`src/lcdc_pkg.sv`:
```
// Package for the segment LCD command decoder and display controller.
// Assumes a byte-wide receive front end that delivers bytes after address match.
package lcdc_pkg;

  // Opcode patterns and masks
  localparam logic [7:0] LCDC_MODE_MASK  = 8'hf0;
  localparam logic [7:0] LCDC_MODE_PAT   = 8'hc0;
  localparam logic [7:0] LCDC_PTR_MASK   = 8'h80;
  localparam logic [7:0] LCDC_PTR_PAT    = 8'h00;
  localparam logic [7:0] LCDC_SUB_MASK   = 8'hf8;
  localparam logic [7:0] LCDC_SUB_PAT    = 8'he0;
  localparam logic [7:0] LCDC_BANK_MASK  = 8'hfc;
  localparam logic [7:0] LCDC_BANK_PAT   = 8'hf8;
  localparam logic [7:0] LCDC_BLINK_MASK = 8'hf8;
  localparam logic [7:0] LCDC_BLINK_PAT  = 8'hf0;

  // Field positions
  localparam int LCDC_ENA_BIT    = 3;
  localparam int LCDC_BIAS_BIT   = 2;
  localparam int LCDC_IBANK_BIT  = 1;
  localparam int LCDC_OBANK_BIT  = 0;
  localparam int LCDC_BMODE_BIT  = 2;
  localparam int LCDC_CONT_BIT   = 7;
  localparam int LCDC_ROUTE_BIT  = 6;

  // Display RAM size
  localparam int         LCDC_RAM_DEPTH = 80;
  localparam logic [6:0] LCDC_PTR_LAST  = 7'h4f;

  // Drive mode codes
  localparam logic [1:0] LCDC_DRV_STATIC = 2'h1;
  localparam logic [1:0] LCDC_DRV_MUX2   = 2'h2;
  localparam logic [1:0] LCDC_DRV_MUX3   = 2'h3;
  localparam logic [1:0] LCDC_DRV_MUX4   = 2'h0;

  // Reset values
  localparam logic [1:0] LCDC_RST_DRIVE = 2'h1;
  localparam logic [1:0] LCDC_RST_RATE  = 2'h0;

  // Blink periods in display clock ticks (divide by 768, 1536, 3072)
  localparam logic [11:0] LCDC_BLINK_DIV1 = 12'h300;
  localparam logic [11:0] LCDC_BLINK_DIV2 = 12'h600;
  localparam logic [11:0] LCDC_BLINK_DIV3 = 12'hc00;

  // Command classes
  typedef enum logic [2:0] {
    LCDC_CMD_NONE,
    LCDC_CMD_MODE,
    LCDC_CMD_PTR,
    LCDC_CMD_SUB,
    LCDC_CMD_BANK,
    LCDC_CMD_BLINK
  } lcdc_cmd_t;

  // Byte stream context
  typedef enum logic [1:0] {
    LCDC_CTX_CTRL,
    LCDC_CTX_CMD,
    LCDC_CTX_DATA
  } lcdc_ctx_t;

endpackage

```
`src/lcdc_classify.sv`:
```
// Opcode classifier for command bytes.
// Purely combinational; the caller qualifies with its own strobe.
`timescale 1ns/1ps
module lcdc_classify (
  // Command byte in
  input  wire logic [7:0]         cmd_byte,
  // Decoded class out
  output lcdc_pkg::lcdc_cmd_t     cmd_class
);
  import lcdc_pkg::*;

  // Fixed high-order patterns, least specific (pointer, bit 7 only) first
  always_comb begin
    if ((cmd_byte & LCDC_PTR_MASK) == LCDC_PTR_PAT) begin
      cmd_class = LCDC_CMD_PTR;
    end else if ((cmd_byte & LCDC_MODE_MASK) == LCDC_MODE_PAT) begin
      cmd_class = LCDC_CMD_MODE;
    end else if ((cmd_byte & LCDC_SUB_MASK) == LCDC_SUB_PAT) begin
      cmd_class = LCDC_CMD_SUB;
    end else if ((cmd_byte & LCDC_BANK_MASK) == LCDC_BANK_PAT) begin
      // Bits 1 and 0 carry the input and output bank, so neither is part of the pattern
      cmd_class = LCDC_CMD_BANK;
    end else if ((cmd_byte & LCDC_BLINK_MASK) == LCDC_BLINK_PAT) begin
      cmd_class = LCDC_CMD_BLINK;
    end else begin
      cmd_class = LCDC_CMD_NONE;
    end
  end

endmodule

```
`src/lcdc_ctrl.sv`:
```
// Command decoder and display controller for a segment LCD driver.
// Assumes a serial slave front end that strobes each received byte after
// address match and pulses frame_start at every start condition.
// How it works
// - Classify command bytes by opcode high bits
// - Mode-set loads drive mode and bias
// - Mode-set bit 3 blanks or enables display
// - Bit7 zero loads seven-bit data pointer
// - Pattern 11100 loads subaddress counter
// - Bank-select bit 1 picks input bank
// - Bank-select bit 0 picks output bank
// - Bank-select ignored in three/four backplane modes
// - Blink-select bit 2 picks blink mode
// - Blink-select low bits set blink rate
// - Execute commands, store display bytes in order
// - Control byte: continue bit and route bit
// - Advance pointer after each data byte, carrying into subaddress
// - Bank-alternation blink swaps output bank automatically
`timescale 1ns/1ps
module lcdc_ctrl #(
  parameter int RAM_DEPTH = lcdc_pkg::LCDC_RAM_DEPTH
) (
  // Clock and reset
  input  wire logic        core_clk,
  input  wire logic        rst_n,
  // Received byte stream
  input  wire logic        frame_start,
  input  wire logic        byte_valid,
  input  wire logic [7:0]  byte_data,
  // Hardware subaddress straps
  input  wire logic [2:0]  hw_subaddr,
  // Display clock tick (one pulse per display clock period)
  input  wire logic        disp_tick,
  // Display RAM read port for the waveform generator
  input  wire logic [6:0]  ram_rd_addr,
  output logic      [3:0]  ram_rd_data,
  // Control state out
  output logic             display_enable,
  output logic             bias_half,
  output logic      [1:0]  drive_mode,
  output logic      [6:0]  data_pointer,
  output logic      [2:0]  subaddr_count,
  output logic             input_bank,
  output logic             output_bank,
  output logic             blink_alt_mode,
  output logic      [1:0]  blink_rate_field,
  output logic             display_bank,
  output logic             blink_phase,
  // Stream context flags
  output logic             continuation_flag,
  output logic             register_route_flag
);
  import lcdc_pkg::*;

  // Decoded class of the current byte
  lcdc_cmd_t cmd_class;

  // Stream context and control state
  lcdc_ctx_t   ctx_q,    ctx_d;       // What the next byte is
  logic        cont_q,   cont_d;      // Latched continue bit
  logic        route_q,  route_d;     // Latched route bit
  logic        ena_q,    ena_d;       // Display enable
  logic        bias_q,   bias_d;      // Half bias when set
  logic [1:0]  drv_q,    drv_d;       // Drive mode code
  logic [6:0]  ptr_q,    ptr_d;       // Data pointer
  logic [2:0]  sub_q,    sub_d;       // Subaddress counter
  logic        ibank_q,  ibank_d;     // Input bank
  logic        obank_q,  obank_d;     // Output bank
  logic        bmode_q,  bmode_d;     // Bank-alternation blink
  logic [1:0]  rate_q,   rate_d;      // Blink rate

  // Blink timer state
  logic [11:0] bcnt_q,   bcnt_d;      // Display tick counter
  logic        bph_q,    bph_d;       // Blink phase
  logic [11:0] bdiv;                  // Selected half period

  // Display RAM write path
  logic [3:0]  ram_q [RAM_DEPTH];     // 80 x 4 display memory
  logic        wr_en;                 // Store this byte
  logic [6:0]  wr_addr;               // Address being written
  logic [3:0]  wr_mask;               // Bits written
  logic [3:0]  wr_val;                // Values written
  logic        sub_match;             // This device selected
  logic        store_byte;            // Data byte in data context
  logic        cmd_byte;              // Command byte in command context

  // Opcode classifier
  lcdc_classify u_classify (
    .cmd_byte  (byte_data),
    .cmd_class (cmd_class)
  );

  assign cmd_byte   = byte_valid && ctx_q == LCDC_CTX_CMD;
  assign store_byte = byte_valid && ctx_q == LCDC_CTX_DATA;
  assign sub_match  = sub_q == hw_subaddr;

  // Next control state from the byte stream
  always_comb begin
    ctx_d        = ctx_q;
    cont_d       = cont_q;
    route_d      = route_q;
    ena_d        = ena_q;
    bias_d       = bias_q;
    drv_d        = drv_q;
    ptr_d        = ptr_q;
    sub_d        = sub_q;
    ibank_d      = ibank_q;
    obank_d      = obank_q;
    bmode_d      = bmode_q;
    rate_d       = rate_q;
    if (frame_start) begin
      // New transfer opens with a control byte
      ctx_d = LCDC_CTX_CTRL;
    end else if (byte_valid) begin
      case (ctx_q)
        LCDC_CTX_CTRL: begin
          cont_d  = byte_data[LCDC_CONT_BIT];
          route_d = byte_data[LCDC_ROUTE_BIT];
          ctx_d   = byte_data[LCDC_ROUTE_BIT] ? LCDC_CTX_DATA
                                               : LCDC_CTX_CMD;
        end
        LCDC_CTX_CMD: begin
          // Continue bit set: one byte then another control byte
          if (cont_q) begin
            ctx_d = LCDC_CTX_CTRL;
          end
          case (cmd_class)
            LCDC_CMD_MODE: begin
              ena_d  = byte_data[LCDC_ENA_BIT];
              bias_d = byte_data[LCDC_BIAS_BIT];
              drv_d  = byte_data[1:0];
            end
            LCDC_CMD_PTR: begin
              ptr_d        = byte_data[6:0];
            end
            LCDC_CMD_SUB: begin
              sub_d = byte_data[2:0];
            end
            LCDC_CMD_BANK: begin
              // Only static and mux2 have alternate banks
              if (drv_q == LCDC_DRV_STATIC || drv_q == LCDC_DRV_MUX2) begin
                ibank_d = byte_data[LCDC_IBANK_BIT];
                obank_d = byte_data[LCDC_OBANK_BIT];
              end
            end
            LCDC_CMD_BLINK: begin
              bmode_d = byte_data[LCDC_BMODE_BIT];
              rate_d  = byte_data[1:0];
            end
            default: begin
              // Unmatched opcode: nothing changes
            end
          endcase
        end
        LCDC_CTX_DATA: begin
          if (cont_q) begin
            ctx_d = LCDC_CTX_CTRL;
          end
          // Skipped writes (pointer above 79, other subaddress) still advance
          // Advance after each stored byte, carrying into subaddress
          if (ptr_q == LCDC_PTR_LAST) begin
            ptr_d = 7'h00;
            sub_d = sub_q + 3'h1;
          end else begin
            ptr_d = ptr_q + 7'h01;
          end
        end
        default: begin
          ctx_d = LCDC_CTX_CTRL;
        end
      endcase
    end
  end

  // Control state registers
  always_ff @(posedge core_clk) begin
    if (!rst_n) begin
      ctx_q        <= LCDC_CTX_CTRL;
      cont_q       <= 1'b0;
      route_q      <= 1'b0;
      ena_q        <= 1'b0;
      bias_q       <= 1'b0;
      drv_q        <= LCDC_RST_DRIVE;
      ptr_q        <= 7'h00;
      sub_q        <= 3'h0;
      ibank_q      <= 1'b0;
      obank_q      <= 1'b0;
      bmode_q      <= 1'b0;
      rate_q       <= LCDC_RST_RATE;
    end else begin
      ctx_q        <= ctx_d;
      cont_q       <= cont_d;
      route_q      <= route_d;
      ena_q        <= ena_d;
      bias_q       <= bias_d;
      drv_q        <= drv_d;
      ptr_q        <= ptr_d;
      sub_q        <= sub_d;
      ibank_q      <= ibank_d;
      obank_q      <= obank_d;
      bmode_q      <= bmode_d;
      rate_q       <= rate_d;
    end
  end

  // Blink half period from the rate setting
  always_comb begin
    case (rate_q)
      2'h1:    bdiv = LCDC_BLINK_DIV1 >> 1;
      2'h2:    bdiv = LCDC_BLINK_DIV2 >> 1;
      2'h3:    bdiv = LCDC_BLINK_DIV3 >> 1;
      default: bdiv = 12'h000;
    endcase
  end

  // Blink timer next state
  always_comb begin
    bcnt_d = bcnt_q;
    bph_d  = bph_q;
    if (rate_q == 2'h0) begin
      // Blinking off: park the timer
      bcnt_d = 12'h000;
      bph_d  = 1'b0;
    end else if (disp_tick) begin
      if (bcnt_q >= bdiv - 12'h001) begin
        bcnt_d = 12'h000;
        bph_d  = !bph_q;
      end else begin
        bcnt_d = bcnt_q + 12'h001;
      end
    end
  end

  // Blink timer registers
  always_ff @(posedge core_clk) begin
    if (!rst_n) begin
      bcnt_q <= 12'h000;
      bph_q  <= 1'b0;
    end else begin
      bcnt_q <= bcnt_d;
      bph_q  <= bph_d;
    end
  end

  // Write mask from drive mode and input bank
  always_comb begin
    wr_addr = ptr_q;
    wr_mask = 4'h0;
    wr_val  = 4'h0;
    wr_en   = store_byte && sub_match && ptr_q <= LCDC_PTR_LAST;
    case (drv_q)
      LCDC_DRV_STATIC: begin
        wr_mask = ibank_q ? 4'h4 : 4'h1;
        wr_val  = {1'b0, byte_data[7], 1'b0, byte_data[7]};
      end
      LCDC_DRV_MUX2: begin
        wr_mask = ibank_q ? 4'hc : 4'h3;
        wr_val  = {byte_data[7:6], byte_data[7:6]};
      end
      LCDC_DRV_MUX3: begin
        wr_mask = 4'h7;
        wr_val  = {1'b0, byte_data[7:5]};
      end
      default: begin
        wr_mask = 4'hf;
        wr_val  = byte_data[7:4];
      end
    endcase
  end

  // Display RAM store, one location per data byte
  always_ff @(posedge core_clk) begin
    if (wr_en) begin
      ram_q[wr_addr] <= (ram_q[wr_addr] & ~wr_mask) | (wr_val & wr_mask);
    end
  end

  // Registered read for the waveform generator
  // Out-of-range reads return zero, never an undefined word
  always_ff @(posedge core_clk) begin
    if (!rst_n) begin
      ram_rd_data <= 4'h0;
    end else if (ram_rd_addr <= LCDC_PTR_LAST) begin
      ram_rd_data <= ram_q[ram_rd_addr];
    end else begin
      ram_rd_data <= 4'h0;
    end
  end

  // Bank shown on the segments: alternates when bank blink is active
  assign display_bank = obank_q ^ (bmode_q && rate_q != 2'h0 && bph_q);

  // Control state outputs
  assign display_enable      = ena_q;
  assign bias_half           = bias_q;
  assign drive_mode          = drv_q;
  assign data_pointer        = ptr_q;
  assign subaddr_count       = sub_q;
  assign input_bank          = ibank_q;
  assign output_bank         = obank_q;
  assign blink_alt_mode      = bmode_q;
  assign blink_rate_field    = rate_q;
  assign blink_phase         = bph_q;
  assign continuation_flag   = cont_q;
  assign register_route_flag = route_q;

endmodule

```
`config.mk`:
```
export PLATFORM = sky130hd
export DESIGN_NAME = lcdc_ctrl
export DESIGN_NICKNAME = d
export VERILOG_FILES = /design/src/lcdc_pkg.sv /design/src/lcdc_classify.sv /design/src/lcdc_ctrl.sv
export SDC_FILE = /design/constraint.sdc
export NUM_CORES = 1
export LEC_CHECK = 0
export BUFFER_PORTS_ARGS = -buffer_cell sky130_fd_sc_hd__clkbuf_2
export CORE_MARGIN = 2
export CORE_UTILIZATION = 57
export CTS_CLUSTER_DIAMETER = 50
export DETAILED_ROUTE_END_ITERATION = 6
export PLACE_DENSITY = 0.77
export SLEW_MARGIN = 10
export SYNTH_ARGS = -nofsm -noshare
export SYNTH_HDL_FRONTEND = slang
export SYNTH_SLANG_ARGS = --single-unit
```
`constraint.sdc`:
```
create_clock -name core_clk -period 4.6 [get_ports core_clk]
set_input_delay 0.23 -clock core_clk [delete_from_list [all_inputs] [get_ports core_clk]]
set_output_delay 0.23 -clock core_clk [all_outputs]
set_load 0.02 [all_outputs]
```
; ---- Word level (Yosys, flattened, before mapping)
; Memory sizes are Yosys's and may differ from the RTL's. A register that Yosys moved wholly into a read port is not among the register bits.
; Cells that the tools add are included.
[op_classes]
n_addsub = 4
n_shift = 0
mux = 24
multipliers = 0
n_eq_ne = 23
div = 0
order_cmp = 3
n_reduce_logical = 25
bitwise = 7
[op_table]
columns = cell, n
row1 = 11-bit one-hot mux with 3 select lines, 1
row2 = 7-bit 2-to-1 mux, 4
row3 = 3-bit 2-to-1 mux, 8
row4 = 4-bit one-hot mux with 3 select lines, 2
row5 = 7-bit less-or-equal comparator (second input constant), 2
row6 = 7-bit one-hot mux with 2 select lines, 1
row7 = 12-bit by 1-bit adder with 12-bit output (second input constant), 1
row8 = 12-bit >= comparator, 1
row9 = 12-bit 2-to-1 mux, 1
row10 = 4-bit AND reduction, 3
row11 = 12-bit by 1-bit subtractor with 12-bit output (second input constant), 1
row12 = 2-bit == test (second input constant), 5
row13 = 5-bit == test (second input constant), 2
row14 = 5-bit AND reduction, 2
row15 = 4-bit bitwise AND, 2
row16 = 8-bit zero test, 1
row17 = 2-bit by 1-bit inequality test with 1-bit output (second input constant), 4
row18 = 7-bit by 1-bit adder with 7-bit output (second input constant), 1
row19 = 7-bit == test (second input constant), 1
row20 = 2-bit by 1-bit == test with 1-bit output (second input constant), 3
row21 = 3-bit by 2-bit == test with 1-bit output (second input constant), 2
row22 = 3-bit == test (second input constant), 2
row23 = 6-bit == test (second input constant), 1
row24 = 3-bit one-hot mux with 2 select lines, 1
row25 = other kinds (20), 34
[totals]
reg_bits = 36
mem_bits_rw = 320
word_cells = 101
latch_bits = 0
out_inout_bits = 27
romBits = 0
mem_count = 1
input_bits = 23
[memory_table]
columns = name, words, word_bits, rd, rd_clocked_by_memory_dff, write_ports, line
row1 = ram_q, 80, 4, 2, 2, 1, lcdc_ctrl.sv:78  ; logic [3:0] ram_q [RAM_DEPTH];

; ---- Depth between registers and ports, before layout
[depth]
depth_word = 11
mapped_depth = 9
ltp_nobuf = 9

; ---- Hierarchy
; Synthesis repeated with hierarchy kept, for this count alone.
[hier_totals]
cells_unflattened = 1109
area_unflattened_um2 = 17783.3
[modules_own_cells]
columns = mod, area_per_inst_um2, cells_per_inst, seq_area_each_um2, n_inst
row1 = lcdc_ctrl, 17744.5, 1103, 10550.1, 1
row2 = lcdc_classify, 38.8, 6, 0.0, 1

; ---- Least setup slack after synthesis
; OpenSTA, ideal clock, no wires.
[synth_path]
path_kind = flip-flop to flip-flop
start = register (tool-made name)
end = memory ram_q[0][3], data pin
setup_slack_ps = -139
required_ps = 3917
path_stages_with_launch = 10
t_arrival_ps = 4056
period_less_slack_ps = 4739
n_path_buf = 4
cell_sequence = dfxtp_1 > buf_4 > buf_2 > buf_2 > buf_2 > mux4_2 > mux2i_1 > a21oi_1 > o221ai_1 > a31oi_1
[synth_rtl]
columns = item, line
row1 = to (decl), lcdc_ctrl.sv:78

==> impl_metrics.csv <==
group,metric,value,unit
floorplan,num_rows,64,
clock_tree,post_cts_resized,0,
layout,fin_util,65.02,%
sta,worst_slew_pin_slew,942.8,ps
synthesis,syn_nets,1132,
clock_tree,postCtsSetupRepairBufs,0,
global_route,grt_start_max_net_pins,81,
drt,vias_per_cell,6.816,
critical_path,critPathCaptureType,"register",
synthesis,async_flop_share,0,%
drt,ant_nets,0,
placement,dp_slack,858.7,ps
sta,slew_viol_final,0,
layout,fin_area,0.01989,sq mm
sta,min_period_over_period,81.61,%
pwr,ir_drop,313.7,uV
pwr,clockPowerShare,46.9,%
synthesis,yosysWarnings,0,
placement,io_buffers,49,
layout,nets,1180,
outcome,outcome,"completed",
sta,maxSlewHeadroom,37.14,%
placement,place_congestion,0.8614,
pwr,combPwrFrac,5.0,%
synthesis,synth_largest_area_cell,"edfxtp_1",
synthesis,syn_inst,1091,
global_route,grt_pass1_wl,66160,microns
drt,remaining_drc_errors,0,
placement,dpl.hpwl,29100,microns
layout,n_fill_cell,2069,
run,maxCapViolCount,0,
synthesis,syn_area_per_cell,16.26,sq um
critical_path,cp-start-kind,"register",
pwr,powerDensity,381.3,mW/mm^2
synthesis,synth_area_leaders,"edfxtp_1, mux4_2, dfxtp_1",
synthesis,synth_ff_type,"edfxtp_1",
pwr,fin_total_pwr,7.584,mW
clock_tree,holdBufCountCts,5,
clock_tree,numCtsBuffers,41,
global_route,track_usage,27.24,%
synthesis,ys_types,59,
floorplan,dieHeight,180.4,microns
synthesis,yosysSeqAreaShare,59.49,%
floorplan,core,0.03059,sq mm
floorplan,dieArea,0.03254,sq mm
layout,fin_cells,1568,
clock_tree,clockRootBuffer,"clkbuf_16",
synthesis,ys_ff_latch,367,
global_route,grt_pass1_vias,10590,
synthesis,yosysTopAreaCellShare,54.18,%
min_path,hold_start,"byte_data[2]",
layout,multi_input_area,0.006794,sq mm
layout,syn2layout_area_growth,12.14,%
critical_path,worst_ep_arrival_time,4080,ps
sta,finalSetupTns,0,ps
placement,postPlaceCellArea,0.01834,sq mm
floorplan,floorplan.initialDensity,57.98,%
clock_tree,clockBufferDepth,3,
clock_tree,cts_tree,"done",
layout,ff_latch_area,0.01056,sq mm
layout,antennaDiodeCount,0,
synthesis,synth-edff-count,320,
critical_path,cp_max_fo,30,
clock_tree,clkTransAtPathRegs,60,ps
sta,whs,21.53,ps
drt,first_iter_violations,1658,
drt,wire_per_inst,28.02,microns
sta,hold_violations,0,
pwr,p_leak,6.262,nW
sta,fin_skew,13.34,ps
pwr,p_sw,1.618,mW
drt,wl,43940,microns
global_route,grt.overflow.total,0,
sta,min_period,3754,ps
sta,fmax,266.4,MHz
sta,worst_slack,845.9,ps
floorplan,die_w,180.4,microns
clock_tree,cts.sinks,367,
sta,rsz0062_at_grt,"false",
critical_path,crit_required,4920,ps
critical_path,reg2reg_depth,8,
synthesis,syn_area,0.01773,sq mm
floorplan,pin_count,50,
critical_path,path_class,"register to register",
min_path,hold_path.class,"input pin to register",
drt,vias,10690,
min_path,hold_depth,3,
sta,final-setup-viol-count,0,
pwr,internal-power,5.965,mW
clock_tree,clk_latency,530,ps
clock_tree,htreeDepth,2,
placement,numPlacedInstances,1487,
drt,dr.pass1.iters,5,
layout,drive_above_1_share,27.56,%
pwr,netSwitchingFraction,21.34,%
pwr,p_seq_share,48.0,%
global_route,antenna_found_initial,1,
[synth_stat cells, types with 3 or more instances]
library cell / number
buf_2: 15
a22oi_1: 6
o211ai_1: 6
buf_4: 12
o221ai_1: 3
buf_1: 11
a221oi_1: 3
nand3_1: 15
or3_1: 3
nor2_1: 139
a21o_1: 4
mux4_1: 6
and3_1: 4
edfxtp_1: 320
clkbuf_1: 25
o31ai_1: 4
xnor2_1: 4
mux2_2: 7
a21oi_1: 26
inv_1: 19
nand4_1: 9
o22ai_1: 3
ha_1: 18
nor3_1: 7
mux4_2: 169
o21ai_0: 19
a31oi_1: 5
nor2b_1: 8
xor2_1: 9
mux2i_1: 52
a41oi_1: 3
nand2b_1: 4
nor4b_1: 3
dfxtp_1: 47
a2111oi_0: 5
nand2_1: 64
buf_6: 3
nand3b_1: 4
[layout make-up]
cell class	count	share of cell area [%]
Sequential cell	367	53.09
Clock buffer	47	5.637
Timing Repair Buffer	72	2.366
Clock inverter	29	1.875
Tap cell	396	2.491
Inverter	20	0.3775
Multi-Input combinational cell	637	34.16
[state kept, by name, summed over array words and instances (netlist names), named ones only]
register and count:
ram_q 320, bcnt_q 12, data_pointer 7, ram_rd_data 4, subaddr_count 3, blink_rate_field 2
ctx_q 2, drive_mode 2, bias_half 1, blink_alt_mode 1, blink_phase 1, continuation_flag 1
display_enable 1, input_bank 1, output_bank 1, register_route_flag 1
[kinds of logic after synthesis]
family          after synthesis  synth area share [%]
fa+ha+maj                    18                 1.270
flops                       367                 59.49
buf+inv                      87                 2.392
compound gates              102                 3.796
mux                         234                 25.73
xor+xnor                     13                0.6420
simple gates                270                 6.681
[final timing paths]
| path | slack [ps] | to |
|---|---|---|
| setup / recovery | 850 | ram_q[64][3] |
| hold / removal | 20 | blink_alt_mode |
| setup reg to reg | 850 | ram_q[64][3] |
| hold reg to reg | 480 | ctx_q[0] |
[power by group through the flow]
stage,sequential (mW),combinational [mW],clock (mW)
final,3.64,0.381,3.56
after global routing,3.64,0.405,3.72
after CTS,3.64,0.380,3.59
after detailed placement,3.71,0.374,0
after global placement,3.71,0.370,0
after floorplan,3.72,0.257,0
[layout by cell type (no fill, tap or decap), drive strengths merged, types with 20 or more instances in the layout]
cell type and count:
mux4 175, mux2i 52, edfxtp 320, clkbuf 94, buf 20, nor2 139
inv 26, o21ai 20, a21oi 26, dfxtp 47, nand2 64
[routing by layer]
metal	vias up	wire length [microns]	global-route usage (%)
li1	4516	-	-
met1	5482	16440	36.92
met2	580	21690	44.66
met3	107	4213	5.760
met4	2	1575	8.935
met5	-	13	0
[critical path, cell delays in order, from the launching register on]
cell and delay [ps]:
dfxtp_2 950, buf_4 420, mux4_2 250, and2_1 150, a211oi_1 70, a311oi_1 440, o21bai_1 160, a31oi_4 650
buf_4 420
No activity file was read; power rests on OpenSTA's default activity.
